===== config.mk =====
export PLATFORM = sky130hd
export DESIGN_NAME = aef_error_flags
export DESIGN_NICKNAME = d
export VERILOG_FILES = /design/src/core/aef_pkg.sv /design/src/core/aef_error_flags.sv
export VERILOG_INCLUDE_DIRS = /design/src /design/src/core
export SDC_FILE = /design/constraint.sdc
export NUM_CORES = 1
export LEC_CHECK = 0
export ABC_CLOCK_PERIOD_IN_PS = 2550
export BUFFER_PORTS_ARGS = -buffer_cell sky130_fd_sc_hd__buf_4
export CORE_MARGIN = 4
export CORE_UTILIZATION = 54
export CTS_CLUSTER_SIZE = 28
export DETAILED_ROUTE_END_ITERATION = 16
export PLACE_DENSITY = 0.9
export SLEW_MARGIN = 20
export SYNTH_ARGS = -nofsm -noshare
export SYNTH_HDL_FRONTEND = slang
export SYNTH_SLANG_ARGS = --single-unit
export TNS_END_PERCENT = 50

===== constraint.sdc =====
create_clock -name clock -period 2.55 [get_ports clock]
set_clock_uncertainty 0.05 [all_clocks]
set_input_delay 0.51 -clock clock [delete_from_list [all_inputs] [get_ports clock]]
set_output_delay 0.51 -clock clock [all_outputs]
set_load 0.01 [all_outputs]

===== src/core/aef_consts.svh =====
// constants for the converter fault flag block
`ifndef AEF_CONSTS_SVH
`define AEF_CONSTS_SVH
`define AEF_DATA_W 24
`define AEF_STAT_W 8
`define AEF_ST_RDYN 7
`define AEF_ST_CONV 6
`define AEF_ST_CSUM 5
`define AEF_ST_REG 4
`define AEF_ST_CH_HI 1
`define AEF_ST_CH_LO 0
`define AEF_STAT_RST 8'h80
`define AEF_ALL_ONES 24'hFFFFFF
`define AEF_ALL_ZERO 24'h000000
`define AEF_PAD_ZERO 8'h00
`define AEF_SUM_W 16
`define AEF_SUM_POLY 16'h1021
`define AEF_SUM_INIT 16'hFFFF
`endif


===== src/core/aef_pkg.sv =====
// types for the converter fault flag block
package aef_pkg;
  typedef enum logic [1:0] {
    AEF_PIN_OFF = 2'b00,
    AEF_PIN_IN = 2'b01,
    AEF_PIN_OD = 2'b10,
    AEF_PIN_GPO = 2'b11
  } aef_pin_mode_t;
endpackage


===== src/core/aef_error_flags.sv =====
// fault flags, fault pin and status append of the converter
//
// Function
// - overrange or underrange result sets the conversion fault flag.
// - overvoltage outputs all ones, undervoltage outputs all zeros.
// - conversion fault clears only after the input fault goes away.
// - data register reads leave the conversion fault flag alone.
// - a write with a bad checksum sets the write checksum fault.
// - explicit status read clears the write checksum fault.
// - watch enabled: checksum the registers, flag any changed bit.
// - register corruption flag clears only when watch is disabled.
// - data, status and interface mode registers are not watched.
// - mode 10: open-drain pin shows inverted OR of three flags.
// - mode 01: inverted pin input ORs into conversion fault.
// - mode 01: pin level bit follows the pin.
// - mode 00: pin input and output both disabled.
// - mode 11: pin is a general-purpose output.
// - general-purpose output drives the pin level bit value.
// - append enabled: status follows every conversion result.
// - low two appended status bits give the result channel.
`timescale 1ns/10ps
`include "aef_consts.svh"

module aef_error_flags #(
  parameter int REG_BITS = 64
) (
  input wire logic clock, // 50 MHz master clock
  input wire logic resetn, // async reset
  input wire logic resultValid, // result latched, pulse
  input wire logic [`AEF_DATA_W-1:0] resultData, // raw result
  input wire logic [1:0] resultChan, // channel of result
  input wire logic overRange, // result out of range high
  input wire logic underRange, // result out of range low
  input wire logic overVoltage, // input over limit, level
  input wire logic underVoltage, // input under limit, level
  input wire logic dataRead, // data register read, pulse
  input wire logic statusRead, // status register read, pulse
  input wire logic wrSumDone, // write checksum checked, pulse
  input wire logic wrSumBad, // checksum mismatch with done
  input wire logic regWatchEn, // interface mode watch bit
  input wire logic appendEn, // interface mode append bit
  input wire aef_pkg::aef_pin_mode_t pinFunc, // pin config mode
  input wire logic pinLevelWr, // written pin level bit
  input wire logic [REG_BITS-1:0] watchedRegs, // watched bits
  input wire logic faultPinIn, // fault pin input level
  output logic convFault_q, // conversion fault flag
  output logic sumFault_q, // write checksum fault flag
  output logic regFault_q, // register corruption flag
  output logic [`AEF_STAT_W-1:0] statusByte_q, // status register
  output logic faultPinLevel_q, // pin level bit readback
  output logic faultPinOut_q, // pin output value
  output logic faultPinOeN_q, // pin output enable, low drives
  output logic outValid_q, // result word valid, pulse
  output logic [`AEF_DATA_W+`AEF_STAT_W-1:0] outData_q, // word out
  output logic outHasStatus_q // status byte appended
);
  import aef_pkg::*;

  // ----------------------------------------------------------------
  // register checksum
  // ----------------------------------------------------------------
  function automatic logic [`AEF_SUM_W-1:0] regSum(
    input logic [REG_BITS-1:0] r
  );
    logic [`AEF_SUM_W-1:0] c;
    logic fb;
    c = `AEF_SUM_INIT;
    for (int i = 0; i < REG_BITS; i++) begin
      fb = c[`AEF_SUM_W-1] ^ r[i];
      c = {c[`AEF_SUM_W-2:0], 1'b0} ^ (fb ? `AEF_SUM_POLY : '0);
    end
    return c;
  endfunction

  // ----------------------------------------------------------------
  // pin input synchroniser
  // ----------------------------------------------------------------
  logic pinMeta_q;
  logic pinSync_q;
  always_ff @(posedge clock or negedge resetn) begin
    if (!resetn) begin
      pinMeta_q <= 1'b1;
      pinSync_q <= 1'b1;
    end else begin
      pinMeta_q <= faultPinIn;
      pinSync_q <= pinMeta_q;
    end
  end

  // idle high pin means no external fault
  logic extFault;
  assign extFault = (pinFunc == AEF_PIN_IN) && !pinSync_q;

  // ----------------------------------------------------------------
  // conversion fault
  // ----------------------------------------------------------------
  logic convSet;
  logic convHold;
  logic convFault_d;
  assign convSet = (resultValid && (overRange || underRange)) || extFault;
  // no read path here, so data reads cannot disturb it
  assign convHold = overVoltage || underVoltage || extFault;
  assign convFault_d = convSet || (convFault_q && convHold);

  always_ff @(posedge clock or negedge resetn) begin
    if (!resetn) begin
      convFault_q <= 1'b0;
    end else begin
      convFault_q <= convFault_d;
    end
  end

  // ----------------------------------------------------------------
  // write checksum fault
  // ----------------------------------------------------------------
  logic sumSet;
  logic sumFault_d;
  assign sumSet = wrSumDone && wrSumBad;
  // set beats a read in the same cycle
  assign sumFault_d = sumSet || (sumFault_q && !statusRead);

  always_ff @(posedge clock or negedge resetn) begin
    if (!resetn) begin
      sumFault_q <= 1'b0;
    end else begin
      sumFault_q <= sumFault_d;
    end
  end

  // ----------------------------------------------------------------
  // register watch
  // ----------------------------------------------------------------
  // excluded registers are simply not wired into watchedRegs
  logic armed_q;
  logic [`AEF_SUM_W-1:0] refSum_q;
  logic [`AEF_SUM_W-1:0] curSum;
  logic regFault_d;
  assign curSum = regSum(watchedRegs);
  assign regFault_d = regWatchEn &&
    (regFault_q || (armed_q && curSum != refSum_q));

  always_ff @(posedge clock or negedge resetn) begin
    if (!resetn) begin
      armed_q <= 1'b0;
      refSum_q <= `AEF_SUM_INIT;
    end else if (!regWatchEn) begin
      armed_q <= 1'b0;
    end else if (!armed_q) begin
      armed_q <= 1'b1;
      refSum_q <= curSum;
    end
  end

  always_ff @(posedge clock or negedge resetn) begin
    if (!resetn) begin
      regFault_q <= 1'b0;
    end else begin
      regFault_q <= regFault_d;
    end
  end

  // ----------------------------------------------------------------
  // status register
  // ----------------------------------------------------------------
  logic rdyN_q;
  always_ff @(posedge clock or negedge resetn) begin
    if (!resetn) begin
      rdyN_q <= 1'b1;
    end else if (resultValid) begin
      rdyN_q <= 1'b0;
    end else if (dataRead) begin
      rdyN_q <= 1'b1;
    end
  end

  logic [1:0] chan_q;
  always_ff @(posedge clock or negedge resetn) begin
    if (!resetn) begin
      chan_q <= 2'h0;
    end else if (resultValid) begin
      chan_q <= resultChan;
    end
  end

  function automatic logic [`AEF_STAT_W-1:0] packStat(
    input logic rdyN, input logic cf, input logic sf, input logic rf,
    input logic [1:0] ch
  );
    logic [`AEF_STAT_W-1:0] s;
    s = '0;
    s[`AEF_ST_RDYN] = rdyN;
    s[`AEF_ST_CONV] = cf;
    s[`AEF_ST_CSUM] = sf;
    s[`AEF_ST_REG] = rf;
    s[`AEF_ST_CH_HI:`AEF_ST_CH_LO] = ch;
    return s;
  endfunction

  always_ff @(posedge clock or negedge resetn) begin
    if (!resetn) begin
      statusByte_q <= `AEF_STAT_RST;
    end else begin
      statusByte_q <= packStat(rdyN_q, convFault_q, sumFault_q,
                               regFault_q, chan_q);
    end
  end

  // ----------------------------------------------------------------
  // fault pin
  // ----------------------------------------------------------------
  logic anyFault;
  assign anyFault = convFault_q || sumFault_q || regFault_q;

  always_ff @(posedge clock or negedge resetn) begin
    if (!resetn) begin
      faultPinOut_q <= 1'b1;
      faultPinOeN_q <= 1'b1;
      faultPinLevel_q <= 1'b0;
    end else begin
      case (pinFunc)
        AEF_PIN_OFF: begin
          faultPinOut_q <= 1'b1;
          faultPinOeN_q <= 1'b1;
          faultPinLevel_q <= pinLevelWr;
        end
        AEF_PIN_IN: begin
          faultPinOut_q <= 1'b1;
          faultPinOeN_q <= 1'b1;
          faultPinLevel_q <= pinSync_q;
        end
        AEF_PIN_OD: begin
          // open drain: only ever pulls low, released otherwise
          faultPinOut_q <= 1'b0;
          faultPinOeN_q <= !anyFault;
          faultPinLevel_q <= pinLevelWr;
        end
        AEF_PIN_GPO: begin
          faultPinOut_q <= pinLevelWr;
          faultPinOeN_q <= 1'b0;
          faultPinLevel_q <= pinLevelWr;
        end
        default: begin
          faultPinOut_q <= 1'b1;
          faultPinOeN_q <= 1'b1;
          faultPinLevel_q <= pinLevelWr;
        end
      endcase
    end
  end

  // ----------------------------------------------------------------
  // result stream
  // ----------------------------------------------------------------
  logic [`AEF_DATA_W-1:0] clamped;
  logic [`AEF_STAT_W-1:0] latchStat;
  always_comb begin
    clamped = resultData;
    if (overVoltage) begin
      clamped = `AEF_ALL_ONES;
    end else if (underVoltage) begin
      clamped = `AEF_ALL_ZERO;
    end
  end
  // next-state flags so this very result's fault is shown
  assign latchStat = packStat(1'b0, convFault_d, sumFault_d, regFault_d,
                              resultChan);

  always_ff @(posedge clock or negedge resetn) begin
    if (!resetn) begin
      outValid_q <= 1'b0;
      outData_q <= '0;
      outHasStatus_q <= 1'b0;
    end else begin
      outValid_q <= resultValid;
      if (resultValid) begin
        outHasStatus_q <= appendEn;
        if (appendEn) begin
          outData_q <= {clamped, latchStat};
        end else begin
          outData_q <= {`AEF_PAD_ZERO, clamped};
        end
      end
    end
  end
endmodule // aef_error_flags


Word-level counts from Yosys, hierarchy flattened. Index checks and enable logic that the tools add are counted.

Bits in registers: 68.

Eq/ne operators: 4. Muxes and demuxes: 73. Bitwise logic cells: 128. Reductions and logical operators: 24.

Operator list (count): bitwise XOR 16 x 13 -> 16 bit (63); two-way mux 13 bit (64); bitwise XOR 1 bit (63); two-way mux 24 bit (2); two-way mux 32 bit (1); != test 16 bit (1); inverter 12 -> 15 bit (1); logical OR 1 bit (9); logical AND 1 bit (7); one-hot mux 1 bit (3 select lines) (2); equality test 2 bit (second input constant) (2); logical NOT 1 bit (3); two-way mux 1 bit (3); OR reduction 3 bit (1); equality test 2 x 1 -> 1 bit (second input constant) (1); logical NOT 2 bit (1); one-hot mux 1 bit (2 select lines) (1); AND reduction 2 bit (1); nonzero test 2 bit (1); OR reduction 2 bit (1); inverter 1 bit (1).

Longest topological paths before layout.
Depth in word-level cells: 196. Depth in mapped cells: 14. Depth with buffers taken out: 12.

Worst setup path after synthesis. No wires, ideal clock.

Path kind: input port to flip-flop. From: input watchedRegs[2]. To: register outData_q[4]. Library setup time: 134 ps. Arrival: 4021 ps. Required time: 2366 ps. Setup slack: -1655 ps. Cell stages on the path: 13. Cells stage by stage: buf_4 xnor3_1 xnor3_2 xor2_1 xor3_2 xnor3_2 xnor3_2 a32oi_1 nor2b_1 nor4b_1 a41oi_2 nor2b_1 o22ai_1.

Longest elaborated chain between the ends: 99. Elaborated cells on any way between the ends: 161. Those cells by class: eq/ne (1); mux (48); bitwise (109); reduce/logical (3).

RTL lines: start, declared (line aef_error_flags.sv:44) `input wire logic [REG_BITS-1:0] watchedRegs,`; bitwise XOR 1 bit (*) (line aef_error_flags.sv:69) `` fb = c[`AEF_SUM_W-1] ^ r[i]; ``; two-way mux 13 bit (*) (line aef_error_flags.sv:70) `` c = {c[`AEF_SUM_W-2:0], 1'b0} ^ (fb ? `AEF_SUM_POLY : '0); ``; bitwise XOR 16 x 13 -> 16 bit (*) (4 in a row) (line aef_error_flags.sv:70); bitwise XOR 1 bit (line aef_error_flags.sv:69); two-way mux 13 bit (line aef_error_flags.sv:70); bitwise XOR 16 x 13 -> 16 bit (*) (4 in a row) (line aef_error_flags.sv:70); bitwise XOR 1 bit (line aef_error_flags.sv:69); two-way mux 13 bit (line aef_error_flags.sv:70); [... 77 more ...]; two-way mux 13 bit (line aef_error_flags.sv:70); bitwise XOR 16 x 13 -> 16 bit (*) (2 in a row) (line aef_error_flags.sv:70); != test 16 bit (*) (line aef_error_flags.sv:140) `(regFault_q || (armed_q && curSum != refSum_q));`; logical AND 1 bit (*) (line aef_error_flags.sv:140); logical OR 1 bit (*) (line aef_error_flags.sv:140); logical AND 1 bit (*) (line aef_error_flags.sv:139) `assign regFault_d = regWatchEn &&`; net regFault_d (line aef_error_flags.sv:137) `logic regFault_d;`; two-way mux 32 bit (*) (line aef_error_flags.sv:277) `if (appendEn) begin`; end signal, assigned (line aef_error_flags.sv:278) `outData_q <= {clamped, latchStat};`; end signal, assigned (line aef_error_flags.sv:280) `` outData_q <= {`AEF_PAD_ZERO, clamped}; ``; end, declared (line aef_error_flags.sv:54) `` output logic [`AEF_DATA_W+`AEF_STAT_W-1:0] outData_q, ``.

Mark *: on every way through the listed nets, which the timed path passes. The rest lies on a longest branch. A chain may end at the register's enable or synchronous reset.

Worst setup path in the final report.
From: input watchedRegs[7]. To: register outData_q[4].

Longest elaborated chain between the ends: 92. Elaborated cells on any way between the ends: 146. Those cells by class: eq/ne (1); mux (43); bitwise (99); reduce/logical (3).

RTL lines (line): bitwise XOR 1 bit (*) (aef_error_flags.sv:69); two-way mux 13 bit (*) (aef_error_flags.sv:70); bitwise XOR 16 x 13 -> 16 bit (*) (4 in a row) (aef_error_flags.sv:70); bitwise XOR 1 bit (aef_error_flags.sv:69); two-way mux 13 bit (aef_error_flags.sv:70); bitwise XOR 16 x 13 -> 16 bit (*) (4 in a row) (aef_error_flags.sv:70); bitwise XOR 1 bit (aef_error_flags.sv:69); two-way mux 13 bit (aef_error_flags.sv:70); [... 71 more ...]; two-way mux 13 bit (aef_error_flags.sv:70); bitwise XOR 16 x 13 -> 16 bit (*) (aef_error_flags.sv:70); != test 16 bit (*) (aef_error_flags.sv:140); logical AND 1 bit (*) (aef_error_flags.sv:140); logical OR 1 bit (*) (aef_error_flags.sv:140); logical AND 1 bit (*) (aef_error_flags.sv:139); net regFault_d (aef_error_flags.sv:137); two-way mux 32 bit (*) (aef_error_flags.sv:277).

Marked as above.

==> metrics.txt <==
Final Max Slew Viols 0; synthesized cell area 0.00581 mm²; status finished with violations; clock root cell clkbuf_8; final WL roughly 21 mm; Syn Inst Count around 480; post-synth cell types 45; Hold Crit Class in2async; fin nets 871; Longest Clk Path Bufs 2; initial antenna violation count 0; core footprint roughly 0.010 mm²; Top Metal Used met4; # hold bufs at CTS 0; crit end category flop; clk_lat worst skew roughly 350 ps; top-area cell type share of the netlist area 0.221; H-tree levels 3; die width 112 µm; share of cells above drive strength 1 0.603; post-detail-place hpwl 12.7 mm; global route overflow 0; Yosys top cell by area xnor3_1; Tmin final approximately 4000 ps; Max Cap Violations 0; Yosys reg bits 68; synth top area cells xnor3_1 22%, dfrtp_1 20%, xnor2_1 11%; Ant. Diodes 0; initial core utilization 0.558; Finish-stage setup viols 18; YS warnings 0; worst hold slack 203 ps; RSZ-0062 raised after global routing yes; Reg2Reg Depth 8; leading cell type in the layout, fill and taps excluded buf_4; mean post-synth cell area around 12 µm²; Via-to-Cell Ratio ~5.7; DRC 0; gr usage total 0.302; CTS sink cnt between 60 and 70; worst setup path class in2reg; failing checks setup timing; Final period util 1.61; Slew headroom 0.427; die height between 100 and 150 µm; worst endpoint required time about 2700 ps; Final Hold Fails 0; startpoint class of the critical path input port; final setup TNS -14420 ps; # rows 37; Wirelength per Cell approximately 24 µm; FMAX approximately 240 MHz; Fill cells 390; global-route wire length before repair about 29 mm; drt pass-1 iters 5; register area share after synthesis 0.298; met3 wire length 1.43 mm; Reg clk slew, reported paths 90 ps; number of top-level design ports around 160; Worst-Margin Slew ~860 ps; DRT iter0 DRCs 528; vias in the first global route 5533; Worst Path Max Fanout 7; met2 wire len around 11 mm; setup ws final -1550 ps; largest net degree at the start of global routing 69; Syn-to-layout area delta 58.3%; DRT met1 WL approximately 7.1 mm; TritonCTS clock tree built; Num CTS Buffers 9; gpl congestion ~0.93; commonest cells after routing, fill and taps aside 258 x buf_4, 48 x a21oi_1, 46 x dfrtp_1; Port Buf Inserts 152; Worst EP arrival around 4300 ps; Vias approximately 5200; Post-DRT Antenna Nets 0; Die ar. ~0.012 mm²
[state kept, by name, indices dropped and copies added, names as in the netlist]
signal and flops:
chan_q 2, convFault_q 1, outHasStatus_q 1, outValid_q 1
faultPinOeN_q 1, pinSync_q 1, sumFault_q 1, rdyN_q 1
outData_q 32, refSum_q 16, faultPinOut_q 1, faultPinLevel_q 1
regFault_q 1, statusByte_q 6, armed_q 1, pinMeta_q 1
[layout make-up]
| cell class | count | area [µm²] | area share |
|---|---|---|---|
| clock inverter | 6 | 63.8 | 0.00693 |
| clock buffer | 10 | 128 | 0.0139 |
| tap | 136 | 170 | 0.0185 |
| multi-input combinational | 375 | 4700 | 0.511 |
| sequential | 68 | 1730 | 0.188 |
| timing repair buffer | 292 | 2340 | 0.254 |
| inverter | 18 | 67.6 | 0.00734 |
[synth_stat cells, drive strengths merged]
cell,n
a2111oi,1
a21o,1
a21oi,48
a31oi,1
a32oi,1
a41oi,2
and2,1
and3,1
and3b,1
buf,9
clkbuf,15
conb,1
dfrtp,46
dfstp,22
inv,18
mux2,26
mux2i,2
nand2,25
nand2b,3
nand3,2
nand3b,1
nor2,22
nor2b,2
nor3,1
nor3b,2
nor4b,1
o211ai,2
o21ai,23
o22ai,13
o41ai,1
or2,1
or3,2
xnor2,80
xnor3,62
xor2,33
xor3,12
[stage by stage]
step	util	area [µm²]	std cells	setup WS, ps
finish	0.883	9200	905	-1550
detailed placement	0.769	8010	852	-1800
global placement	0.769	8010	852	-1610
global route	0.883	9200	905	-1610
CTS	0.839	8740	884	-1310
floorplan	-	6040	485	-1290
[critical path, stage by stage]
cell and delay, ps:
buf_8 80, xnor3_2 520, xnor2_4 260, xnor3_2 580, xnor2_2 180, buf_4 140, xnor2_1 140, buf_4 170
xnor2_2 290, buf_6 210, buf_6 140, nand3b_1 180, a41oi_4 170, a2111oi_4 220, a41oi_2 190, nor2b_2 170
o22ai_1 90
[per-layer routing]
metal | track usage | vias to the layer above
li1 | - | 2206
met5 | 0 | -
met4 | 0.150 | 0
met2 | 0.568 | 342
met3 | 0.0527 | 107
met1 | 0.322 | 2505
[cells by family (layout without fill, tap and decap cells)]
logic type | count (synthesis) | count (layout) | synth area share
xor gates and xnor gates | 187 | 187 | 0.478
DFF | 68 | 68 | 0.298
AOI/OAI and AO/OA | 93 | 93 | 0.0900
muxes | 28 | 28 | 0.0538
other | 1 | 2 | 0.000645
buffers and inverters | 42 | 326 | 0.0297
and+or+nand+nor | 65 | 65 | 0.0506
[timing repair]
| action | 4_1_cts | 5_1_grt |
|---|---|---|
| pin swaps | 25 | 29 |
| setup buffers | 17 | 21 |
| resized for setup | 77 | 51 |
| endpoints found under the hold margin | 0 | 0 |
| endpoints found under the setup margin | 18 | 18 |
[worst paths after layout]
check                                              from                         to  slack, ps
worst max-delay path                     watchedRegs[7]   outData_q[4]$_DFFE_PN0P_      -1550
worst min-delay path                             resetn  outData_q[18]$_DFFE_PN0P_        200
worst max register to register  refSum_q[3]$_DFFE_PN1P_   outData_q[4]$_DFFE_PN0P_         10
worst min register to register      pinMeta_q$_DFF_PN1_        pinSync_q$_DFF_PN1_        310
max in group asynchronous                        resetn  statusByte_q[4]$_DFF_PN0_       1670
min in group clock                           faultPinIn        pinMeta_q$_DFF_PN1_        220
Power is not shown: default switching activity piles up to over one toggle a cycle in this logic, so the estimate is an artifact.
